<file path="config.mk">
export PLATFORM = sky130hd
export DESIGN_NAME = ssu_core
export DESIGN_NICKNAME = d
export VERILOG_FILES = /design/src/ssu_pkg.sv /design/src/ssu_core.sv /design/src/ssu_rate_gen.sv /design/src/ssu_ahb_slave.sv
export SDC_FILE = /design/constraint.sdc
export NUM_CORES = 1
export LEC_CHECK = 0
export ABC_AREA = 1
export ABC_CLOCK_PERIOD_IN_PS = 4100
export BUFFER_PORTS_ARGS = -buffer_cell sky130_fd_sc_hd__buf_2
export CORE_AREA = 4 4 132 134
export DETAILED_ROUTE_END_ITERATION = 16
export DIE_AREA = 0 0 136 138
export PLACE_DENSITY_LB_ADDON = 0.12
export SYNTH_ARGS = -nofsm -noshare
export SYNTH_HDL_FRONTEND = slang
export SYNTH_HIERARCHICAL = 1
export SYNTH_SLANG_ARGS = --single-unit
export TNS_END_PERCENT = 10
</file>
<file path="constraint.sdc">
create_clock -name hclk -period 4.1 [get_ports hclk]
set_clock_uncertainty 0.2 [all_clocks]
set_input_delay 0.205 -clock hclk [delete_from_list [all_inputs] [get_ports hclk]]
set_output_delay 0.205 -clock hclk [all_outputs]
set_load 0.005 [all_outputs]
</file>
<file path="src/ssu_pkg.sv">
package ssu_pkg;

	// ==========================================================
	// Register map (printed offsets are not word aligned: indexes)
	localparam logic [7:0] SSU_IDX_STATUS = 8'h28;
	localparam logic [7:0] SSU_IDX_DATA = 8'h29;
	localparam logic [7:0] SSU_IDX_CONTROL = 8'h2A;
	localparam int SSU_ADDR_W = 10;
	localparam logic [9:0] SSU_ADDR_STATUS = {SSU_IDX_STATUS, 2'b00};
	localparam logic [9:0] SSU_ADDR_DATA = {SSU_IDX_DATA, 2'b00};
	localparam logic [9:0] SSU_ADDR_CONTROL = {SSU_IDX_CONTROL, 2'b00};

	// ==========================================================
	// Reset values
	localparam logic [7:0] SSU_CONTROL_RST = 8'h04;
	localparam logic [7:0] SSU_DATA_RST = 8'h00;

	// ==========================================================
	// Control field positions
	localparam int SSU_CR_MODE_FAULT_DIS = 7;
	localparam int SSU_CR_UNIT_ENABLE = 6;
	localparam int SSU_CR_BIT_ORDER = 5;
	localparam int SSU_CR_MASTER = 4;
	localparam int SSU_CR_CPOL = 3;
	localparam int SSU_CR_CPHA = 2;
	localparam int SSU_CR_RATE_HI = 1;
	localparam int SSU_CR_RATE_LO = 0;

	// Status field positions
	localparam int SSU_SR_DONE = 7;
	localparam int SSU_SR_WRITE_COLLISION_FLAG = 6;
	localparam int SSU_SR_OVF = 5;

	// ==========================================================
	// Transfer constants
	localparam int SSU_BITS = 8;
	localparam logic [3:0] SSU_LAST_BIT = 4'h8;
	// Half serial period in system clocks for divide 4, 8, 16, 64
	localparam logic [5:0] SSU_HALF_DIV4 = 6'h02;
	localparam logic [5:0] SSU_HALF_DIV8 = 6'h04;
	localparam logic [5:0] SSU_HALF_DIV16 = 6'h08;
	localparam logic [5:0] SSU_HALF_DIV64 = 6'h20;

	// ==========================================================
	// Carriers
	typedef struct packed
	{
		logic enable;
		logic master;
		logic lsb_first;
		logic cpol;
		logic cpha;
		logic [1:0] rate;
	} ssu_cfg_type;

	typedef struct packed
	{
		logic sclk_in;
		logic mosi_in;
		logic miso_in;
		logic ss_n_in;
	} ssu_pins_in_type;

	typedef struct packed
	{
		logic sclk_out;
		logic sclk_oe;
		logic mosi_out;
		logic mosi_oe;
		logic miso_out;
		logic miso_oe;
	} ssu_pins_out_type;

endpackage : ssu_pkg

</file>
<file path="src/ssu_core.sv">
`timescale 1ns/1ps
module ssu_core
	import ssu_pkg::*;
(
	// Clock and reset
	input wire logic hclk,
	input wire logic hresetn,
	// AHB-Lite slave
	input wire logic hsel,
	input wire logic [31:0] haddr,
	input wire logic [1:0] htrans,
	input wire logic hwrite,
	input wire logic [2:0] hsize,
	input wire logic [31:0] hwdata,
	input wire logic hready,
	output logic hreadyout,
	output logic hresp,
	output logic [31:0] hrdata,
	// Serial pins in
	input wire ssu_pins_in_type pins_in,
	// Serial pins out
	output ssu_pins_out_type pins_out,
	// Event
	output logic transfer_done_interrupt
);

	// ==========================================================
	// State
	typedef enum logic [1:0]
	{
		SSU_IDLE = 2'b00,
		SSU_LEAD = 2'b10,
		SSU_SHIFT = 2'b01,
		SSU_DONE = 2'b11
	} ssu_phase_type;

	typedef struct packed
	{
		logic [7:0] control;
		logic [7:0] shifter;
		logic [7:0] rx_data;
		logic done;
		logic write_collision_flag;
		logic ovf;
		logic status_seen;
		ssu_phase_type phase;
		logic [3:0] edges;
		logic sclk_lvl;
		logic sclk_prev;
		logic en_drop;
		logic mosi_bit;
		logic irq;
		logic [7:0] rd_q;
		ssu_pins_out_type pins;
	} ssu_state_type;

	ssu_state_type st_r;
	ssu_state_type st_nxt;

	logic wr_stb;
	logic rd_stb;
	logic [SSU_ADDR_W-1:0] reg_addr;
	logic [7:0] wr_data;
	logic half_tick;
	ssu_cfg_type cfg;

	// ==========================================================
	// Bus front end and divider
	ssu_ahb_slave u_bus
	(
		.hclk(hclk),
		.hresetn(hresetn),
		.hsel(hsel),
		.haddr(haddr),
		.htrans(htrans),
		.hwrite(hwrite),
		.hsize(hsize),
		.hwdata(hwdata),
		.hready(hready),
		.hreadyout(hreadyout),
		.hresp(hresp),
		.hrdata(hrdata),
		.wr_stb(wr_stb),
		.rd_stb(rd_stb),
		.reg_addr(reg_addr),
		.wr_data(wr_data),
		.rd_data(st_r.rd_q)
	);

	ssu_rate_gen u_rate
	(
		.hclk(hclk),
		.hresetn(hresetn),
		.run((st_r.phase == SSU_SHIFT || st_r.phase == SSU_DONE) && cfg.master),
		.rate(cfg.rate),
		.half_tick(half_tick)
	);

	// Decoded configuration
	assign cfg.enable = st_r.control[SSU_CR_UNIT_ENABLE];
	assign cfg.master = st_r.control[SSU_CR_MASTER];
	assign cfg.lsb_first = st_r.control[SSU_CR_BIT_ORDER];
	assign cfg.cpol = st_r.control[SSU_CR_CPOL];
	assign cfg.cpha = st_r.control[SSU_CR_CPHA];
	assign cfg.rate = st_r.control[SSU_CR_RATE_HI:SSU_CR_RATE_LO];

	// Outgoing bit, chosen by bit order
	function automatic logic out_bit(input logic [7:0] sh, input logic lsb);
		out_bit = lsb ? sh[0] : sh[SSU_BITS-1];
	endfunction : out_bit

	// Shift in one sample at the end opposite the outgoing bit
	function automatic logic [7:0] shift_in(input logic [7:0] sh, input logic lsb,
		input logic b);
		shift_in = lsb ? {b, sh[7:1]} : {sh[6:0], b};
	endfunction : shift_in

	// ==========================================================
	// Next state
	always_comb
	begin
		logic busy;
		logic slave_sel;
		logic sclk_now;
		logic lead_edge;
		logic trail_edge;
		logic sample_edge;
		logic shift_edge;
		logic in_bit;
		logic clr_flags;
		logic ended;
		clr_flags = 1'b0;
		ended = 1'b0;
		st_nxt = st_r;
		st_nxt.irq = 1'b0;
		busy = (st_r.phase != SSU_IDLE);
		slave_sel = !cfg.master && cfg.enable && !pins_in.ss_n_in;

		// Edge finding: master uses its own clock, slave the pin
		sclk_now = cfg.master ? st_r.sclk_lvl : pins_in.sclk_in;
		if (cfg.master && st_r.phase == SSU_SHIFT && half_tick)
			sclk_now = !st_r.sclk_lvl;
		st_nxt.sclk_prev = sclk_now;
		// Leading edge leaves the idle level
		lead_edge = (sclk_now != st_r.sclk_prev) && (sclk_now != cfg.cpol);
		trail_edge = (sclk_now != st_r.sclk_prev) && (sclk_now == cfg.cpol);
		sample_edge = cfg.cpha ? trail_edge : lead_edge;
		shift_edge = cfg.cpha ? lead_edge : trail_edge;
		in_bit = cfg.master ? pins_in.miso_in : pins_in.mosi_in;

		// Clear sequence: status read arms, data access clears
		if (rd_stb && reg_addr == SSU_ADDR_STATUS)
			st_nxt.status_seen = 1'b1;
		if ((rd_stb || wr_stb) && reg_addr == SSU_ADDR_DATA && st_r.status_seen)
		begin
			clr_flags = 1'b1;
			st_nxt.status_seen = 1'b0;
		end
		if (clr_flags)
		begin
			st_nxt.done = 1'b0;
			st_nxt.write_collision_flag = 1'b0;
			st_nxt.ovf = 1'b0;
		end

		// A disable that arrives mid-transfer is held until the unit goes idle
		if (!busy && st_r.en_drop)
		begin
			st_nxt.control[SSU_CR_UNIT_ENABLE] = 1'b0;
			st_nxt.en_drop = 1'b0;
		end
		// Control write; a new enable setting only lands when idle
		if (wr_stb && reg_addr == SSU_ADDR_CONTROL)
		begin
			st_nxt.control = wr_data;
			st_nxt.en_drop = busy && !wr_data[SSU_CR_UNIT_ENABLE];
			if (busy)
				st_nxt.control[SSU_CR_UNIT_ENABLE] = st_r.control[SSU_CR_UNIT_ENABLE];
			if (wr_data[SSU_CR_MASTER])
				st_nxt.ovf = 1'b0;
		end

		// Data write: start, load, or collide
		if (wr_stb && reg_addr == SSU_ADDR_DATA)
		begin
			if (busy || (!cfg.master && !cfg.cpha && !pins_in.ss_n_in))
			begin
				st_nxt.write_collision_flag = 1'b1;
			end
			else
			begin
				st_nxt.shifter = wr_data;
				st_nxt.mosi_bit = out_bit(wr_data, cfg.lsb_first);
				if (cfg.master && cfg.enable)
				begin
					st_nxt.phase = SSU_SHIFT;
					st_nxt.edges = 4'h0;
				end
			end
		end

		// Slave: selection starts a byte; deselect abandons it
		if (!cfg.master)
		begin
			if (slave_sel && st_r.phase == SSU_IDLE)
			begin
				st_nxt.phase = SSU_SHIFT;
				st_nxt.edges = 4'h0;
			end
			if (!slave_sel && busy)
			begin
				st_nxt.phase = SSU_IDLE;
				st_nxt.edges = 4'h0;
			end
		end

		// Bit engine
		if (st_r.phase == SSU_SHIFT && (cfg.master || slave_sel))
		begin
			if (cfg.master)
				st_nxt.sclk_lvl = sclk_now;
			// Phase one drives its first bit on the first edge, others on shift edges
			if (shift_edge && (cfg.cpha || st_r.edges != 4'h0))
				st_nxt.mosi_bit = out_bit(st_r.shifter, cfg.lsb_first);
			if (sample_edge)
			begin
				st_nxt.shifter = shift_in(st_r.shifter, cfg.lsb_first, in_bit);
				st_nxt.edges = st_r.edges + 4'h1;
				if (st_r.edges + 4'h1 == SSU_LAST_BIT)
					ended = 1'b1;
			end
		end

		// Completion: master waits for the clock to return idle
		if (ended)
			st_nxt.phase = SSU_DONE;
		if (st_r.phase == SSU_DONE && cfg.master && half_tick)
			st_nxt.sclk_lvl = cfg.cpol; // closing edge a half period on
		if (st_r.phase == SSU_DONE)
		begin
			if (!cfg.master || st_r.sclk_lvl == cfg.cpol)
			begin
				st_nxt.rx_data = st_r.shifter;
				st_nxt.phase = cfg.master ? SSU_IDLE : SSU_LEAD;
				st_nxt.edges = 4'h0;
				if (!cfg.master && st_r.done)
					st_nxt.ovf = 1'b1;
				if (!st_r.done)
					st_nxt.irq = 1'b1;
				st_nxt.done = 1'b1;
			end
		end
		// Phase-zero slave drops to idle and starts the next byte a cycle later if still selected; phase one goes straight on while selected
		if (st_r.phase == SSU_LEAD && (pins_in.ss_n_in || cfg.cpha || !cfg.enable))
			st_nxt.phase = SSU_IDLE;
		if (st_r.phase == SSU_LEAD && !pins_in.ss_n_in && cfg.cpha && cfg.enable)
		begin
			st_nxt.phase = SSU_SHIFT;
			st_nxt.edges = 4'h0;
		end
		// Hold idle level while not transferring
		if (st_r.phase == SSU_IDLE && st_nxt.phase == SSU_IDLE)
			st_nxt.sclk_lvl = cfg.cpol;
		if (!cfg.enable)
			st_nxt.edges = 4'h0;
		if (cfg.master)
			st_nxt.ovf = 1'b0;

		// Read data, registered for the data phase
		st_nxt.rd_q = 8'h00;
		if (rd_stb)
		begin
			unique case (reg_addr)
				SSU_ADDR_STATUS: st_nxt.rd_q = {st_nxt.done, st_nxt.write_collision_flag,
					st_nxt.ovf & !cfg.master, 5'h00};
				SSU_ADDR_DATA: st_nxt.rd_q = st_r.rx_data;
				SSU_ADDR_CONTROL: st_nxt.rd_q = st_r.control;
				default: st_nxt.rd_q = 8'h00;
			endcase
		end

		// Pins
		st_nxt.pins.sclk_out = st_nxt.sclk_lvl;
		st_nxt.pins.sclk_oe = cfg.master && cfg.enable;
		st_nxt.pins.mosi_out = st_nxt.mosi_bit;
		st_nxt.pins.mosi_oe = cfg.master && cfg.enable;
		st_nxt.pins.miso_out = st_nxt.mosi_bit;
		st_nxt.pins.miso_oe = !cfg.master && cfg.enable;
	end

	// ==========================================================
	// Registers
	always_ff @(posedge hclk or negedge hresetn)
	begin
		if (!hresetn)
		begin
			st_r <= '0;
			st_r.control <= SSU_CONTROL_RST;
			st_r.rx_data <= SSU_DATA_RST;
			st_r.phase <= SSU_IDLE;
		end
		else
		begin
			st_r <= st_nxt;
		end
	end

	assign pins_out = st_r.pins;
	assign transfer_done_interrupt = st_r.irq;

endmodule : ssu_core

</file>
<file path="src/ssu_rate_gen.sv">
`timescale 1ns/1ps
// Master bit-rate divider: one-cycle tick per half serial period
module ssu_rate_gen
	import ssu_pkg::*;
(
	// Clock and reset
	input wire logic hclk,
	input wire logic hresetn,
	// Control
	input wire logic run,
	input wire logic [1:0] rate,
	// Output
	output logic half_tick
);

	typedef struct packed
	{
		logic [5:0] cnt;
		logic tick;
	} ssu_rg_state_type;

	ssu_rg_state_type st_r;
	ssu_rg_state_type st_nxt;

	// ==========================================================
	// Divider select
	function automatic logic [5:0] half_of(input logic [1:0] sel);
		unique case (sel)
			2'b00: half_of = SSU_HALF_DIV4;
			2'b01: half_of = SSU_HALF_DIV8;
			2'b10: half_of = SSU_HALF_DIV16;
			2'b11: half_of = SSU_HALF_DIV64;
		endcase
	endfunction : half_of

	// Count restarts with each transfer so the first half period is full
	always_comb
	begin
		st_nxt = st_r;
		st_nxt.tick = 1'b0;
		if (!run)
		begin
			st_nxt.cnt = 6'h00;
		end
		else if (st_r.cnt == half_of(rate) - 6'h01)
		begin
			st_nxt.cnt = 6'h00;
			st_nxt.tick = 1'b1;
		end
		else
		begin
			st_nxt.cnt = st_r.cnt + 6'h01;
		end
	end

	always_ff @(posedge hclk or negedge hresetn)
	begin
		if (!hresetn)
			st_r <= '0;
		else
			st_r <= st_nxt;
	end

	assign half_tick = st_r.tick;

endmodule : ssu_rate_gen

</file>
<file path="src/ssu_ahb_slave.sv">
`timescale 1ns/1ps
// AHB-Lite front end: turns bus transfers into one-cycle register strobes
module ssu_ahb_slave
	import ssu_pkg::*;
(
	// Clock and reset
	input wire logic hclk,
	input wire logic hresetn,
	// AHB-Lite slave
	input wire logic hsel,
	input wire logic [31:0] haddr,
	input wire logic [1:0] htrans,
	input wire logic hwrite,
	input wire logic [2:0] hsize,
	input wire logic [31:0] hwdata,
	input wire logic hready,
	output logic hreadyout,
	output logic hresp,
	output logic [31:0] hrdata,
	// Register side
	output logic wr_stb,
	output logic rd_stb,
	output logic [SSU_ADDR_W-1:0] reg_addr,
	output logic [7:0] wr_data,
	input wire logic [7:0] rd_data
);

	typedef struct packed
	{
		logic pend_wr;
		logic [SSU_ADDR_W-1:0] addr;
	} ssu_ahb_state_type;

	ssu_ahb_state_type st_r;
	ssu_ahb_state_type st_nxt;
	logic take;

	// ==========================================================
	// Address phase; every access is zero wait state
	assign take = hsel && hready && htrans[1];

	always_comb
	begin
		st_nxt = st_r;
		st_nxt.pend_wr = take && hwrite;
		if (take)
			st_nxt.addr = haddr[SSU_ADDR_W-1:0];
	end

	always_ff @(posedge hclk or negedge hresetn)
	begin
		if (!hresetn)
			st_r <= '0;
		else
			st_r <= st_nxt;
	end

	// Reads are strobed in the address phase so data is ready next cycle
	assign rd_stb = take && !hwrite;
	assign wr_stb = st_r.pend_wr;
	assign reg_addr = rd_stb ? haddr[SSU_ADDR_W-1:0] : st_r.addr;
	assign wr_data = hwdata[7:0];
	assign hrdata = {24'h000000, rd_data};
	assign hreadyout = 1'b1;
	assign hresp = 1'b0;

endmodule : ssu_ahb_slave

</file>
# [After elaboration in Yosys (flattened, before gate mapping)]
# Index checks and enable logic that the tools add are counted.
[word_totals] ff_bits=67 out_inout_bits=41 in_bits=78 elab_cells=171
[classes] mux=67 addsub=3 n_reduce_logical=62 n_eq_ne=16 bitwise_logic=1
[op_table] operator="$mux W6" n=12
[op_table] operator="$mux W8" n=6
[op_table] operator="$mux W1" n=38
[op_table] operator="$logic_and A1 B1 Y1" n=33
[op_table] operator="$eq A10 B8 Y1 const B" n=3
[op_table] operator="$pmux W6 S4" n=1
[op_table] operator="$pmux W8 S3" n=1
[op_table] operator="$mux W10" n=1
[op_table] operator="$logic_not A1 Y1" n=9
[op_table] operator="$eq A2 B2 Y1 const B" n=4
[op_table] operator="$logic_or A1 B1 Y1" n=8
[op_table] operator="$mux W4" n=2
[op_table] operator="$mux W7" n=1
[op_table] operator="$add A6 B1 Y6 const B" n=1
[op_table] operator="$eq A6 B6 Y1" n=1
[op_table] operator="$logic_not A2 Y1" n=3
[op_table] operator="$mux W2" n=3
[op_table] operator="$reduce_and A2 Y1" n=3
[op_table] operator="$reduce_bool A2 Y1" n=3
[op_table] operator="$reduce_bool A3 Y1" n=2
[op_table] operator="$sub A6 B1 Y6 const B" n=1
[op_table] operator="$mux W5" n=1
[op_table] operator="$add A4 B1 Y4 const B" n=1
[op_table] operator="$eq A2 B1 Y1 const B" n=2
[op_table] operator="7 further kinds" n=9

# [Logic depth before layout (Yosys ltp)]
[logic_depth] depth_word=20 ltp_mapped=17 mapped_depth_nobuf=16

# [Cells and area by module]
# The synthesis kept the hierarchy.
[by_module_without_submodules] module="ssu_core" seq_area_each_um2=1227.4 cells_per_inst=363 area_each_um2=2722.6 instances=1
[by_module_without_submodules] module="ssu_ahb_slave" seq_area_each_um2=275.3 cells_per_inst=128 area_each_um2=932.1 instances=1
[by_module_without_submodules] module="ssu_rate_gen" seq_area_each_um2=175.2 cells_per_inst=47 area_each_um2=371.6 instances=1

# [Least setup slack after synthesis]
# No wires, ideal clock.
[synth_timing] path_type="in2reg" from="in hwrite" to="reg st_r, in the netlist cfg[6]" path_stages=14 path_slack_ps=2089 setup_ps=126 arrival_ps=1685 t_required_ps=3774 cell_sequence="inv_1 nand4_1 buf_2 nand2_1 nand2_1 nor2_1 inv_1 nor2_1 nand3_1 clkinv_1 or2_1 nand2_1 nand2_1 o21ai_0"
[synth_via] elab_chain_cells=7 elab_cells_between_ends=9
[synth_rtl] element="start, declared" line_no="ssu_core.sv:12" text="input wire logic hwrite,"
[synth_rtl] element="$logic_not A1 Y1 (*)" line_no="ssu_ahb_slave.sv:59" text="assign rd_stb = take && !hwrite;"
[synth_rtl] element="$logic_and A1 B1 Y1 (*)" line_no="ssu_ahb_slave.sv:59"
[synth_rtl] element="$mux W10 (*)" line_no="ssu_ahb_slave.sv:61" text="assign reg_addr = rd_stb ? haddr[SSU_ADDR_W-1:0] : st_r.addr;"
[synth_rtl] element="net reg_addr[1]" line_no="ssu_core.sv:62" text="logic [SSU_ADDR_W-1:0] reg_addr;"
[synth_rtl] element="$eq A10 B8 Y1 (*)" line_no="ssu_core.sv:173" text="if (wr_stb && reg_addr == SSU_ADDR_CONTROL)"
[synth_rtl] element="$logic_and A1 B1 Y1 (*)" line_no="ssu_core.sv:173"
[synth_rtl] element="$ne A2 B2 Y1 (no source line) or $reduce_bool A2 Y1 (tied branches)"
[synth_rtl] element="$reduce_and A2 Y1 (no source line)"
[synth_rtl] element="end signal, assigned" line_no="ssu_core.sv:304" text="st_r <= st_nxt;"
[synth_rtl] element="end, declared" line_no="ssu_core.sv:57" text="ssu_state_type st_r;"
# Mark *: on every way through the listed nets, which the timed path passes. The rest lies on a longest branch.
# A chain may end at the register's enable or synchronous reset.

# [Worst setup path after layout]
# Ends and elaborated chain as after synthesis.

==> results.cfg <==
[synthesis]
synth_area_leader_cell = dfrtp_1
synthCells = 538
ys.flop_type = dfrtp_1
ys_seq_area_frac = 0.417
ys_ff_latch = 67
ys_types = 40
synth_top_cell_area_share = 0.410
postSynthAreaPerCell_um2 = 7.48
ys_warn_count = 6
yosys-top-cells-count = nand2_1 (166), dfrtp_1 (66), inv_1 (56)
synth-edff-count = 0
synth-async-reset-ratio = 1.00
netlist_area_um2 = 4030
synth.most_common_cell = nand2_1
ys_top_cells_by_area = dfrtp_1 (41%), nand2_1 (15%), buf_4 (9.5%), inv_1 (5.2%), o21ai_0 (5.0%)

[critical_path]
worstSetupPathType = primary input to register
endpoint_kind = register
start_kind = primary input
cp_max_fo = 12
r2r_setup_slack_ps = 1480
regToRegEndpoint = st_r[22]
required_ps = 4110
r2r_start = cfg[5]
r2r.worst_path.cells = 11
arrival_ps = 2950

[detailed_routing]
vias = 3343
wl_per_cell_um = 13.2
viasPerCell = 4.18
wl_met2_um = 4830
routed.top_layer = met4
dr.pass1.iters = 4
drt_iter0_markers = 210
drt-met1-wl_um = 4960
wl_um = 10500
route.detailed.drc = 0
wl_met3_um = 515
ant_nets = 0

[timing]
fin_ws_ps = 1160
drv_slew = 0
fin_crit_ps = 2940
hold_slack_ps = 29.8
finalSetupViolCount = 0
fin_setup_tns_ps = 0
max_clock_freq_mhz = 341
tightest_slew_ps = 1030
slew_headroom = 0.314
min_period_over_period = 0.716
rsz0062_at_grt = false
finalHoldViolCount = 0

[global_routing]
grt_pass1_wl_um = 17000
grt_use_total = 0.115
antenna_found_initial = 0
grt_max_degree = 44
first_global_vias = 3165
grt.overflow.total = 0

[floorplanning]
initial_core_util = 0.247
die_w_um = 136
die_area_um2 = 18800
num_rows = 47
io-pin-count = 119
die_y_um = 138
core_area_um2 = 16300

[cts]
tritoncts = built
h-tree-depth = 3
cts_hold_buffers = 18
cts_resized = 0
cts_made_buffers = 9
clk_pin_slew_ps = 50
clock_latency_ps = 340
postCtsSetupRepairBufs = 0
cts_sinks = 67
cts_root_buf = clkbuf_16
cts_buffer_depth = 2

[power]
p_total_mw = 1.65
power.density_nw_per_um2 = 355
peakVddDrop_mv = 0.192
p_leak_nw = 2.39

[placed_design]
dp.cells = 765
gp_congestion = 0.802
dpl-instance-area_um2 = 4160
dpl.hpwl_um = 7840
post-place-ws_ps = 824
io_buffer_count = 42

[outcome]
status = complete, no violations

[worst_hold_path]
hp-class = primary input to register
min_to = st_r[37]
hold_start = hwdata[0]
holdPathStages = 5

[finish]
fin_util = 0.285
final_cells = 799
drive_gt1_frac = 0.147
nets = 656
stdcell_area_um2 = 4650
diodes = 0
syn2layout_area_growth_pct = 15.4

[flow_run]
drv_cap = 0
## per-layer routing
layer,GRT usage,vias to the layer above
li1,-,1686
met1,0.159,1567
met2,0.177,77
met3,0.0222,13
met4,0.0472,0
met5,0,-
## sequential cells by signal, summed over array words and instances (netlist names)
| signal | flops |
|---|---|
| st_r | 37 |
| u_bus/st_r | 10 |
| cfg | 7 |
| u_rate/st_r | 6 |
| pins_out | 4 |
| transfer_done_interrupt | 1 |
| u_bus/wr_stb | 1 |
| u_rate/half_tick | 1 |
## cell usage in the layout, fill, tap and decap left out, types with 4 or more instances in the layout
cell type / n
buf_2: 42
nand2_2: 7
o21ai_0: 40
nor2_2: 5
dlygate4sd3_1: 18
nand2_1: 166
a21oi_1: 8
nand3_1: 34
inv_1: 56
conb_1: 26
o21ai_1: 9
clkbuf_16: 9
xor2_1: 6
nor2_1: 34
nand4_1: 4
dfrtp_1: 66
ha_1: 4
## kinds of logic (layout without fill, tap and decap cells)
family,count (synthesis),count (layout),share of synthesized area
buffers and inverters,123,140,0.171
and+or+nand+nor,265,265,0.286
DFF,67,67,0.417
other,2,26,0.00187
adders and majority gates,4,4,0.0124
xor gates and xnor gates,7,7,0.0152
AOI/OAI and AO/OA,70,70,0.0973
## final cells by class
cell class                 count  area, um2
clock buffer                  12        256
clock inverter                 4       48.8
fill                        1788      11600
inverter                      62        234
multi-input combinational    372       1750
sequential                    67       1680
tap                          220        275
timing repair buffer          62        405
## report_power, final
group | switching [mW] | internal [mW]
Sequential | 0.0178 | 0.687
Clock | 0.288 | 0.503
Combinational | 0.0996 | 0.0557
Total | 0.406 | 1.25
## worst max path at each step
stage	depth (start not counted)	start	endpoint	slack, ps
after floorplan	14	hwrite	cfg[6]	2090
after global placement	13	hwrite	st_r[19]	800
after detailed placement	13	hwrite	st_r[19]	820
after CTS	13	hwrite	st_r[19]	1170
after global routing	14	hwrite	cfg[6]	850
final	14	hwrite	cfg[6]	1160
## worst max-delay path: stages
cell	delay, ps
buf_2	90
inv_1	320
nand4_1	540
nand2_1	180
nand2_1	70
nor2_1	180
inv_1	60
nor2_1	280
nand3_1	320
clkinv_1	330
or2_1	170
nand2_1	50
nand2_1	60
o21ai_0	70
No activity file was read; power rests on OpenSTA's default activity.
